## src/rtl/shreg_params.svh

```systemverilog
// constants for the indexed shift register function block
// Overview of operation
// RQ1: shift only on strobe rising edge
// RQ2: strobe falling edge changes nothing
// RQ3: serial input sampled when shift starts
// RQ4: direction 0 shifts stage 1 toward 8
// RQ5: direction 1 shifts stage 8 toward 1
// RQ6: clear edge zeroes stages and output
// RQ7: four instances chosen by index 1-4; the code selects them with index values 0-3
// RQ8: output follows configured stage 1-8
// RQ9: retentive setting keeps stages over restart
// RQ10: stages addressed by instance and position
// RQ11: up shift: stage 1 takes input
// RQ12: down shift: stage 8 takes input
// RQ13: non-retentive stages lost on power failure
// RQ14: edges from previous cycle, one shift
// RQ15: clear beats shift in same cycle
`ifndef SHREG_PARAMS_SVH
`define SHREG_PARAMS_SVH

`define ADDR_CTRL      12'h000
`define ADDR_STATUS    12'h004

`define CTRL_IDX_LSB   0
`define CTRL_IDX_MSB   1
`define CTRL_BIT_LSB   4
`define CTRL_BIT_MSB   6
`define CTRL_RETAIN    8
`define CTRL_RESET     9'h000

`define STAT_Q         8
`define STAT_INIT      9
`define STAT_LVL_LSB   16
`define STAT_LVL_MSB   21

`define NUM_INST       4
`define NUM_STAGES     8
`define FIFO_DEPTH     32

`define CLK_PERIOD_NS  10
`define PROG_CYCLE_NS  1000
`define PROG_CYCLE_CNT ((`PROG_CYCLE_NS + `CLK_PERIOD_NS - 1) / `CLK_PERIOD_NS)

`endif

```

## src/rtl/shreg_pkg.sv

```systemverilog
// types shared by the shift register function block
package shreg_pkg;

  typedef struct packed {
    logic [1:0] idx;
    logic       clear;
    logic       shift;
    logic       dir;
    logic       din;
  } cmd_t;

  typedef enum logic [2:0] {
    ST_INIT = 3'b001,
    ST_IDLE = 3'b010,
    ST_UPD  = 3'b100
  } eng_state_t;

endpackage : shreg_pkg

```

## src/rtl/shreg_fifo.sv

```systemverilog
// command fifo with valid/ready on both sides
`timescale 1ns/1ps
`default_nettype none
module shreg_fifo #(
  parameter int WIDTH = 6,
  parameter int DEPTH = 32
) (
  input  wire logic                     sys_clk,
  input  wire logic                     rstn,
  input  wire logic                     in_valid,
  output logic                          in_ready,
  input  wire logic [WIDTH-1:0]         in_data,
  output logic                          out_valid,
  input  wire logic                     out_ready,
  output logic [WIDTH-1:0]              out_data,
  output logic [$clog2(DEPTH):0]        level
);
  localparam int AW = $clog2(DEPTH);

  logic [WIDTH-1:0] store [DEPTH];
  logic [AW:0]      wptr;
  logic [AW:0]      rptr;
  wire              do_push = in_valid && in_ready;
  wire              do_pop  = out_valid && out_ready;

  assign level     = wptr - rptr;
  assign in_ready  = (level != (AW+1)'(DEPTH));
  assign out_valid = (level != '0);
  assign out_data  = store[rptr[AW-1:0]];

  always_ff @(posedge sys_clk or negedge rstn) begin
    if (!rstn) begin
      wptr <= '0;
      rptr <= '0;
    end else begin
      if (do_push) wptr <= wptr + 1'b1;
      if (do_pop) rptr <= rptr + 1'b1;
    end
  end

  always_ff @(posedge sys_clk) begin
    if (do_push) store[wptr[AW-1:0]] <= in_data;
  end
endmodule : shreg_fifo
`default_nettype wire

```

## src/rtl/shreg_stage_mem.sv

```systemverilog
// stage memory, one word per instance, registered read
`timescale 1ns/1ps
`default_nettype none
module shreg_stage_mem #(
  parameter int AW = 2,
  parameter int DW = 8
) (
  input  wire logic          sys_clk,
  input  wire logic          rstn,
  input  wire logic          we,
  input  wire logic [AW-1:0] waddr,
  input  wire logic [DW-1:0] wdata,
  input  wire logic [AW-1:0] raddr,
  output logic [DW-1:0]      rdata
);
  // array has no reset so contents can outlive a soft restart
  logic [DW-1:0] words [2**AW];

  always_ff @(posedge sys_clk) begin
    if (we) words[waddr] <= wdata;
  end

  always_ff @(posedge sys_clk or negedge rstn) begin
    if (!rstn) rdata <= '0;
    else rdata <= words[raddr];
  end
endmodule : shreg_stage_mem
`default_nettype wire

```

## src/rtl/shreg_block.sv

```systemverilog
// indexed eight-stage shift register function block with apb control
//
// Added by the designer: the APB slave port and the register addresses.
`timescale 1ns/1ps
`default_nettype none
`include "shreg_params.svh"
module shreg_block
  import shreg_pkg::*;
(
  input  wire logic        sys_clk,
  input  wire logic        rstn,
  // apb slave
  input  wire logic        psel,
  input  wire logic        penable,
  input  wire logic        pwrite,
  input  wire logic [11:0] paddr,
  input  wire logic [31:0] pwdata,
  input  wire logic [3:0]  pstrb,
  output logic [31:0]      prdata,
  output logic             pready,
  output logic             pslverr,
  // function block inputs
  input  wire logic        din,
  input  wire logic        trg,
  input  wire logic        dir,
  input  wire logic        clr,
  input  wire logic        restart,
  // function block output
  output logic             q
);

  // ---------------- apb register file ----------------
  logic [8:0]  ctrl;
  logic [1:0]  cfg_idx;
  logic [2:0]  cfg_bit;
  logic        cfg_retain;
  logic [7:0]  stages;
  logic [5:0]  fifo_level;
  eng_state_t  st;

  wire         hit_ctrl   = (paddr == `ADDR_CTRL);
  wire         hit_status = (paddr == `ADDR_STATUS);
  wire         acc        = psel && penable;
  wire         setup      = psel && !penable;
  wire         wr_ctrl    = acc && pwrite && hit_ctrl;
  wire         bad_addr   = !(hit_ctrl || hit_status);
  wire         bad_write  = pwrite && hit_status;
  wire [31:0]  rd_ctrl    = {23'h0, ctrl};
  wire [31:0]  rd_status;
  wire [31:0]  rd_mux;

  assign rd_status = {10'h0, fifo_level, 6'h0, (st == ST_INIT), q, stages};
  assign rd_mux    = hit_ctrl ? rd_ctrl : (hit_status ? rd_status : 32'h0);
  assign pready    = 1'b1;
  assign pslverr   = acc && (bad_addr || bad_write);

  assign cfg_idx    = ctrl[`CTRL_IDX_MSB:`CTRL_IDX_LSB];
  assign cfg_bit    = ctrl[`CTRL_BIT_MSB:`CTRL_BIT_LSB];
  assign cfg_retain = ctrl[`CTRL_RETAIN];

  always_ff @(posedge sys_clk or negedge rstn) begin
    if (!rstn) begin
      ctrl <= `CTRL_RESET;
    end else if (wr_ctrl) begin
      if (pstrb[0]) ctrl[7:0] <= pwdata[7:0];
      if (pstrb[1]) ctrl[`CTRL_RETAIN] <= pwdata[`CTRL_RETAIN];
    end
  end

  // read data captured in the setup cycle so the access phase needs no wait
  always_ff @(posedge sys_clk or negedge rstn) begin
    if (!rstn) prdata <= 32'h0;
    else if (setup && !pwrite) prdata <= rd_mux;
  end

  // ---------------- program cycle divider ----------------
  logic [6:0] div_cnt;
  logic       tick_due;
  wire        div_wrap = (div_cnt == 7'(`PROG_CYCLE_CNT - 1));
  logic       fifo_in_ready;
  wire        push = tick_due && fifo_in_ready;

  always_ff @(posedge sys_clk or negedge rstn) begin
    if (!rstn) div_cnt <= '0;
    else div_cnt <= div_wrap ? 7'h00 : div_cnt + 7'h01;
  end

  // a full fifo holds the program cycle back rather than dropping it
  always_ff @(posedge sys_clk or negedge rstn) begin
    if (!rstn) tick_due <= 1'b0;
    else tick_due <= div_wrap || (tick_due && !push);
  end

  // ---------------- edge detection per program cycle ----------------
  logic trg_prev;
  logic clr_prev;
  cmd_t push_cmd;

  assign push_cmd.idx   = cfg_idx;                 // [RQ7] [RQ10]
  assign push_cmd.clear = clr && !clr_prev;        // [RQ6] [RQ14]
  assign push_cmd.shift = trg && !trg_prev;        // [RQ1] [RQ2] [RQ14]
  assign push_cmd.dir   = dir;
  assign push_cmd.din   = din;                     // [RQ3]

  always_ff @(posedge sys_clk or negedge rstn) begin
    if (!rstn) begin
      trg_prev <= 1'b0;
      clr_prev <= 1'b0;
    end else if (push) begin
      trg_prev <= trg;
      clr_prev <= clr;
    end
  end

  // ---------------- command fifo ----------------
  cmd_t fifo_out;
  logic fifo_out_valid;
  logic fifo_out_ready;

  shreg_fifo #(
    .WIDTH ($bits(cmd_t)),
    .DEPTH (`FIFO_DEPTH)
  ) u_fifo (
    .sys_clk   (sys_clk),
    .rstn      (rstn),
    .in_valid  (tick_due),
    .in_ready  (fifo_in_ready),
    .in_data   (push_cmd),
    .out_valid (fifo_out_valid),
    .out_ready (fifo_out_ready),
    .out_data  (fifo_out),
    .level     (fifo_level)
  );

  // ---------------- update engine ----------------
  eng_state_t next_st;
  cmd_t       cmd;
  logic [1:0] sweep_cnt;
  logic       sweep_req;
  logic [7:0] mem_rdata;
  logic [7:0] new_stages;
  logic [7:0] shifted;

  wire        pop       = (st == ST_IDLE) && !sweep_req && fifo_out_valid;
  wire        sweep_set = restart && !cfg_retain;  // [RQ9] [RQ13]
  wire        sweep_go  = (st == ST_IDLE) && sweep_req;
  wire        sweep_end = (sweep_cnt == 2'(`NUM_INST - 1));
  wire        mem_we    = (st == ST_INIT) || (st == ST_UPD);
  wire [1:0]  mem_waddr = (st == ST_INIT) ? sweep_cnt : cmd.idx;  // [RQ10]
  wire [7:0]  mem_wdata = (st == ST_INIT) ? 8'h00 : new_stages;
  wire        cur_inst  = (cmd.idx == cfg_idx);

  assign fifo_out_ready = pop;

  // bit k holds stage k+1
  assign shifted = cmd.dir ? {cmd.din, mem_rdata[7:1]}  // [RQ5] [RQ12]
                           : {mem_rdata[6:0], cmd.din}; // [RQ4] [RQ11]
  assign new_stages = cmd.clear ? 8'h00                  // [RQ6] [RQ15]
                    : (cmd.shift ? shifted : mem_rdata);

  shreg_stage_mem #(
    .AW (2),
    .DW (`NUM_STAGES)
  ) u_mem (
    .sys_clk (sys_clk),
    .rstn    (rstn),
    .we      (mem_we),
    .waddr   (mem_waddr),
    .wdata   (mem_wdata),
    .raddr   (fifo_out.idx),
    .rdata   (mem_rdata)
  );

  always_comb begin
    next_st = st;
    case (st)
      ST_INIT: begin
        if (sweep_end) next_st = ST_IDLE;
      end
      ST_IDLE: begin
        if (sweep_req) next_st = ST_INIT;
        else if (fifo_out_valid) next_st = ST_UPD;
      end
      ST_UPD: begin
        next_st = ST_IDLE;
      end
      default: begin
        next_st = ST_INIT;
      end
    endcase
  end

  always_ff @(posedge sys_clk or negedge rstn) begin
    if (!rstn) st <= ST_INIT;
    else st <= next_st;
  end

  always_ff @(posedge sys_clk or negedge rstn) begin
    if (!rstn) sweep_cnt <= 2'b00;
    else if (st == ST_INIT) sweep_cnt <= sweep_cnt + 2'b01;
    else sweep_cnt <= 2'b00;
  end

  // a restart landing on the take-over cycle still wins
  always_ff @(posedge sys_clk or negedge rstn) begin
    if (!rstn) sweep_req <= 1'b0;
    else sweep_req <= sweep_set || (sweep_req && !sweep_go);  // [RQ13]
  end

  always_ff @(posedge sys_clk or negedge rstn) begin
    if (!rstn) cmd <= '0;
    else if (pop) cmd <= fifo_out;
  end

  // mirror of the selected instance, refreshed every program cycle
  always_ff @(posedge sys_clk or negedge rstn) begin
    if (!rstn) stages <= 8'h00;
    else if (st == ST_INIT) stages <= 8'h00;
    else if ((st == ST_UPD) && cur_inst) stages <= new_stages;
  end

  always_ff @(posedge sys_clk or negedge rstn) begin
    if (!rstn) q <= 1'b0;
    else q <= stages[cfg_bit];  // [RQ8]
  end
endmodule : shreg_block
`default_nettype wire

```

## config.mk

```make
export PLATFORM = sky130hd
export DESIGN_NAME = shreg_block
export DESIGN_NICKNAME = d
export VERILOG_FILES = /design/src/rtl/shreg_pkg.sv /design/src/rtl/shreg_fifo.sv /design/src/rtl/shreg_stage_mem.sv /design/src/rtl/shreg_block.sv
export VERILOG_INCLUDE_DIRS = /design/src /design/src/rtl
export SDC_FILE = /design/constraint.sdc
export NUM_CORES = 1
export LEC_CHECK = 0
export BUFFER_PORTS_ARGS = -buffer_cell sky130_fd_sc_hd__buf_4
export CAP_MARGIN = 5
export CORE_ASPECT_RATIO = 0.75
export CORE_MARGIN = 2
export CORE_UTILIZATION = 31
export CTS_BUF_LIST = sky130_fd_sc_hd__clkbuf_16
export CTS_CLUSTER_SIZE = 8
export DETAILED_ROUTE_END_ITERATION = 16
export PLACE_DENSITY_LB_ADDON = 0.15
export SLEW_MARGIN = 30
export SYNTH_ARGS = -nofsm -noshare
export SYNTH_HDL_FRONTEND = slang
export SYNTH_HIERARCHICAL = 1
export SYNTH_SLANG_ARGS = --single-unit
```

## constraint.sdc

```tcl
create_clock -name sys_clk -period 10.52 [get_ports sys_clk]
set_input_delay 1.578 -clock sys_clk [delete_from_list [all_inputs] [get_ports sys_clk]]
set_output_delay 1.578 -clock sys_clk [all_outputs]
set_load 0.02 [all_outputs]
```

==> results of run 1 <==
==> layout by cell type (no fill, tap or decap), types with 7 or more instances in the layout <==
master	instances
a211oi_1	8
a22o_1	7
and2_1	13
buf_4	57
clkbuf_16	45
conb_1	17
dfrtp_1	73
edfxtp_1	224
ha_1	12
inv_1	32
mux2_2	27
mux2i_1	18
mux4_2	70
nand2_1	44
nand3_1	12
nor2_1	41
o21ai_1	9
o21bai_1	8
xnor2_1	16
==> worst paths after layout <==
check                                      startpoint                            end  slack [ps]  depth (start not counted)
setup reg to reg           u_fifo/rptr[2]$_DFFE_PN0P_  u_fifo/store[16][2]$_DFFE_PP_        5980                          8
setup / recovery           u_fifo/rptr[2]$_DFFE_PN0P_  u_fifo/store[16][2]$_DFFE_PP_        5980                          8
hold / removal                 sweep_cnt[0]$_DFF_PN0_         sweep_cnt[0]$_DFF_PN0_         480                          1
max in group asynchronous                        rstn     u_fifo/rptr[0]$_DFFE_PN0P_        8870                          1
hold reg to reg                sweep_cnt[0]$_DFF_PN0_         sweep_cnt[0]$_DFF_PN0_         480                          1
min in group asynchronous                        rstn       u_mem/rdata[4]$_DFF_PN0_        1060                          1
==> cell usage after synthesis (all sizes together), types with 2 or more instances <==
cell      n  share of area
nand3    12         0.0048
xnor2    16          0.011
nand4b    2         0.0014
or4       5         0.0036
xor2      3         0.0021
nor4      3         0.0032
o21bai    8         0.0048
a21o      3         0.0018
and3      3         0.0015
mux4     70           0.13
buf      25          0.014
nand4     2        0.00099
nand2b    2        0.00099
nor2b     3         0.0015
nor3b     3         0.0018
or4b      3         0.0024
a21oi     4         0.0016
or3b      3         0.0021
or2       2        0.00099
and2     13         0.0065
a22o      7         0.0049
and3b     2         0.0014
dfrtp    75           0.15
a211oi    8         0.0048
nand3b    4         0.0024
or3       3         0.0015
conb      2        0.00060
clkbuf   25         0.0076
o21ai    14         0.0056
inv      13         0.0039
ha       12          0.012
mux2     28          0.025
nand2    45          0.014
mux2i    18          0.014
edfxtp  224           0.53
nor3      4         0.0016
nor2     41          0.012
==> cell families after synthesis <==
kind of cell | after synthesis
DFF | 300
and+or+nand+nor | 160
muxes | 116
buffers and inverters | 64
AOI/OAI and AO/OA | 50
xor gates and xnor gates | 19
adders and majority gates | 13
other | 2
==> layer usage <==
metal / vias to the layer above / share of wire / global-route usage / routed length, um
met2: 160 / 0.44 / 0.201 / 12600
met3: 41 / 0.057 / 0.0285 / 1610
met4: 0 / 0.017 / 0.0393 / 475
met5: - / 0 / 0 / 0
li1: 2918 / - / - / -
met1: 3444 / 0.48 / 0.203 / 13600
==> sequential cells by signal (all words and copies together) (netlist names) <==
| name | flops |
|---|---|
| clr_prev | 1 |
| cmd | 6 |
| ctrl | 9 |
| div_cnt | 7 |
| prdata | 16 |
| q | 1 |
| st | 3 |
| stages | 8 |
| sweep_cnt | 2 |
| sweep_req | 1 |
| tick_due | 1 |
| trg_prev | 1 |
| u_fifo/rptr | 6 |
| u_fifo/store | 192 |
| u_fifo/wptr | 6 |
| u_mem/rdata | 8 |
| u_mem/words | 32 |
==> stage by stage <==
| stage | worst slack [ps] | util | std cells | total power (uW) | hold slack, ps |
|---|---|---|---|---|---|
| 2_1_floorplan | 6260 | - | 739 | 1550 | 432 |
| 3_3_place_gp | 5970 | 0.338 | 1267 | 1630 | 451 |
| 3_5_place_dp | 5900 | 0.338 | 1267 | 1640 | 467 |
| 4_1_cts | 5900 | 0.370 | 1333 | 2930 | 475 |
| 5_1_grt | 5600 | 0.370 | 1333 | 3000 | 502 |
| 6_report | 5980 | 0.370 | 1333 | 2880 | 477 |
==> worst max-delay path, cell delays in order (launching register included) <==
cell and delay, ps:
dfrtp_1 390, clkinv_1 710, ha_1 550, or2_2 320
o221ai_1 210, o21ai_0 190, o211ai_2 450, nand3_1 610
nor2_1 730
==> power by group <==
part,total (uW),switching (uW),leakage (uW),internal [uW]
logic,204,134,0.00154,69.7
clock network,1260,478,0.000680,781
registers,1420,32.1,0.00292,1380
total,2880,644,0.00514,2230
==> cell type report <==
cell class | count | area share
repair buffers | 58 | 0.0298
clock inverters | 21 | 0.00825
inverters | 14 | 0.00357
flip-flops and latches | 300 | 0.587
well taps | 520 | 0.0442
multi-input cells | 375 | 0.251
clock buffers | 45 | 0.0765
==> results.json, run 1 <==
{
  "nFillCells": 3640,
  "synth_adder_area_share": 0.0135,
  "drive_gt1_frac": 0.272,
  "yosys.area_share.simple": 0.0685,
  "fin_crit_ps": 4540,
  "first_pass_iters": 5,
  "path_class": "reg2reg",
  "h-tree-depth": 2,
  "ant_nets": 0,
  "grt_max_degree": 77,
  "p_leak_uw": 0.00514,
  "multi_input_area_um2": 3690,
  "async_reset_ff_frac": 0.253,
  "synth_compound_area_frac": 0.0275,
  "design_area_um2": 14700,
  "ys_ff_latch": 300,
  "grt_antenna_before_repair": 0,
  "grt.total_usage": 0.136,
  "portBuffers": 50,
  "relSlewSlack": 0.411,
  "synth_warnings": 6,
  "synth.area.mux_share": 0.165,
  "ys.flop_type": "edfxtp_1",
  "drtIter0Drc": 470,
  "path_max_fanout": 14,
  "status": "completed",
  "cts_resized": 0,
  "core-area_um2": 39800,
  "viasPerCell": 4.92,
  "syn_inst": 724,
  "max_cap_viol_count": 0,
  "syn_to_final_growth_pct": 16.9,
  "postCtsHoldBufs": 0,
  "syn-cell-area_um2": 12600,
  "tns_ps": 0,
  "cts_tree": "done",
  "diodes": 0,
  "crit_required_ps": 10680,
  "cp.arrival_ps": 4700,
  "grt_pass1_vias": 6714,
  "clkSinkCount": 300,
  "rsz0062_at_grt": "false",
  "synth_edf_count": 224,
  "cp-start-kind": "flop",
  "placementRows": 63,
  "dp.final_hpwl_mm": 18.3,
  "hold_path.class": "reg2reg",
  "overflow": 0,
  "place_congestion": 0.803,
  "avgSynthCellArea_um2": 17.4,
  "fin_skew_ps": 17.8,
  "setup_violations": 0,
  "fin_crit_sh": 0.432,
  "place_area_um2": 13500,
  "clock_latency_ps": 540,
  "io_pins": 93,
  "initial_core_util": 0.316,
  "cts_buffers": 43,
  "crit_path_end_kind": "flop",
  "drv_slew": 0,
  "ir_worst_vdd_mv": 0.107,
  "cts_root_buffer": "clkbuf_16",
  "synth_top_family_by_area": "multiplexers",
  "max_freq_mhz": 220,
  "final_nets": 863,
  "grt_pass1_wl_mm": 42.7,
  "ys_seq_area_frac": 0.686,
  "regArea_um2": 8630,
  "fp.dieH_um": 178,
  "wl_per_cell_um": 21.2,
  "dieArea_um2": 42200,
  "power_density_nw_per_um2": 196,
  "drc": 0,
  "clockBufferDepth": 3,
  "hold_violations": 0,
  "routed_wl_mm": 28.3,
  "tightest_slew_ps": 879,
  "postCtsSetupBuffers": 0,
  "vias": 6563,
  "clkTransAtPathRegs_ps": 50,
  "ys_types": 62,
  "die_w_um": 237,
  "synth_xor_area_frac": 0.0132
}
Note: power is estimated with default switching activity, not from simulation.
==> run 2, diff against run 1 <==
Clock period 10.52 ns to 4.35 ns, I/O delays scaled along.
==> run 2 against run 1 <==
Compared with the run above:
- total power increased by 140%
- combinational power is 140% higher
- core utilization increased by 0.50 points
- sequential power up 140%
- setup slack got worse by 5300 ps
- final area rose by 1.4%
- die area is the same
- first-iteration DRC count is 12% lower
- sequential share of layout area down 0.78 points
- cell count increased by 2.3%
==> results.json, run 2 (synthesized netlist as in run 1, its figures left out) <==
{
  "status": "completed",
  "largest_reg_flops": 192,
  "drv_slew": 0,
  "path_class": "reg2reg",
  "wl_met3_mm": 1.42,
  "grt_pass1_vias": 6927,
  "fin_crit_sh": 0.854,
  "cp.arrival_ps": 4160,
  "crit_buf_inv": 2,
  "first_pass_iters": 5,
  "nFillCells": 3650,
  "initial_core_util": 0.316,
  "clkTransAtPathRegs_ps": 50,
  "place_congestion": 0.744,
  "holdWs_ps": 141,
  "cts_tree": "done",
  "clkSinkCount": 300,
  "overflow": 0,
  "relSlewSlack": 0.447,
  "grt_pass1_wl_mm": 44.1,
  "cpMostUsedCell": "inv_1",
  "drtIter0Drc": 414,
  "dieArea_um2": 42200,
  "hold_violations": 0,
  "drive_gt1_frac": 0.293,
  "die_w_um": 237,
  "fin_skew_ps": 18.5,
  "postCtsSetupBuffers": 0,
  "grt_antenna_before_repair": 0,
  "wl_per_cell_um": 21.6,
  "io_pins": 93,
  "rsz0062_at_grt": "false",
  "dp.final_hpwl_mm": 19.0,
  "final_nets": 889,
  "tns_ps": 0,
  "crit_path_end_kind": "flop",
  "ir_worst_vdd_mv": 0.211,
  "mostFrequentLayoutCells": "224 x edfxtp_1, 83 x buf_4, 73 x dfrtp_1",
  "viasPerCell": 4.91,
  "tightest_slew_ps": 825,
  "cpMaxStageDelayCell": "or4b_1",
  "p_leak_uw": 0.00529,
  "fp.dieH_um": 178,
  "syn_to_final_growth_pct": 18.5,
  "cts_resized": 0,
  "vias": 6688,
  "critPathMaxStageDelay_ps": 630,
  "portBuffers": 50,
  "path_max_fanout": 11,
  "max_cap_viol_count": 0,
  "core-area_um2": 39800,
  "routed_wl_mm": 29.5,
  "topRoutingLayerUsed": "met4",
  "clockBufferDepth": 3,
  "ant_nets": 0,
  "layout_commonest_cell": "edfxtp_1",
  "path_cells": "inv_1 > ha_1 > fa_1 > inv_1 > or4_1 > mux2i_1 > or4b_1 > and2_1 > and3_1 > nand3_1 > xnor2_1",
  "hold_path.class": "in2async",
  "clock_latency_ps": 540,
  "grt_max_degree": 53,
  "cp_top_family": "simple AND/OR/NAND/NOR gates",
  "dr_wl_met2_mm": 13.3,
  "diodes": 0,
  "m1WireLength_mm": 14.2,
  "cts_root_buffer": "clkbuf_16",
  "cts_buffers": 43,
  "max_freq_mhz": 269,
  "postCtsHoldBufs": 0,
  "fin_crit_ps": 3720,
  "crit_required_ps": 4800,
  "h-tree-depth": 2,
  "cp-start-kind": "flop",
  "power_density_nw_per_um2": 467,
  "placementRows": 63,
  "drc": 0,
  "grt.total_usage": 0.142,
  "setup_violations": 0
}
[run 2: cell types whose count changed in the layout (fill, tap and decap cells not counted), sizes merged]
cell    previous run  this run
buf               58        84
clkinv             1         2
clkbuf            45        44
inv               33        37
[run 2: stage by stage]
stage	util	total power [uW]	setup slack (ps)	cell area, um^2	instances
6_report	0.375	6960	633	14900	1363
5_1_grt	0.375	7260	436	14900	1363
4_1_cts	0.375	7070	612	14900	1363
3_5_place_dp	0.343	3980	661	13700	1293
3_3_place_gp	0.343	3950	707	13700	1293
2_1_floorplan	-	3760	759	12600	739
[run 2: routing by layer]
| layer | up-vias | GRT usage |
|---|---|---|
| met5 | - | 0 |
| met4 | 0 | 0.0396 |
| met3 | 37 | 0.0288 |
| met2 | 156 | 0.215 |
| met1 | 3523 | 0.209 |
| li1 | 2972 | - |
[run 2: path summary, 6_finish.rpt]
kind	from	slack, ps	depth (start not counted)	end
worst min-delay path	rstn	140	1	u_mem/rdata[5]$_DFF_PN0_
min in group sys_clk	trg	360	2	trg_prev$_DFFE_PN0P_
worst min register to register	sweep_cnt[0]$_DFF_PN0_	480	1	sweep_cnt[0]$_DFF_PN0_
worst max-delay path	u_fifo/wptr[0]$_DFFE_PN0P_	630	11	u_fifo/rptr[5]$_DFFE_PN0P_
max in group asynchronous	rstn	3290	2	u_fifo/rptr[0]$_DFFE_PN0P_
worst max register to register	u_fifo/wptr[0]$_DFFE_PN0P_	630	11	u_fifo/rptr[5]$_DFFE_PN0P_
[run 2: worst register-to-register path, delay by kind of cell, from the launching register on]
kind | cells | cell delay, ps
multiplexers | 1 | 210
buffers and inverters | 2 | 180
adder cells (fa/ha/maj) | 2 | 750
AND/OR/NAND/NOR | 5 | 1930
flip-flops | 1 | 430
XOR/XNOR | 1 | 120
[run 2: final cells by class]
| class | count | area [um^2] | area share |
|---|---|---|---|
| flip-flops and latches | 300 | 8630 | 0.579 |
| repair buffers | 84 | 643 | 0.0431 |
| clock inverters | 26 | 141 | 0.00948 |
| well taps | 520 | 651 | 0.0436 |
| inverters | 14 | 52.6 | 0.00352 |
| multi-input cells | 375 | 3690 | 0.247 |
| clock buffers | 44 | 1100 | 0.0738 |
[run 2: power breakdown]
| part | internal, uW | switching, uW | total (uW) |
|---|---|---|---|
| clock network | 1860 | 1190 | 3040 |
| registers | 3350 | 85.1 | 3430 |
| logic | 168 | 322 | 490 |
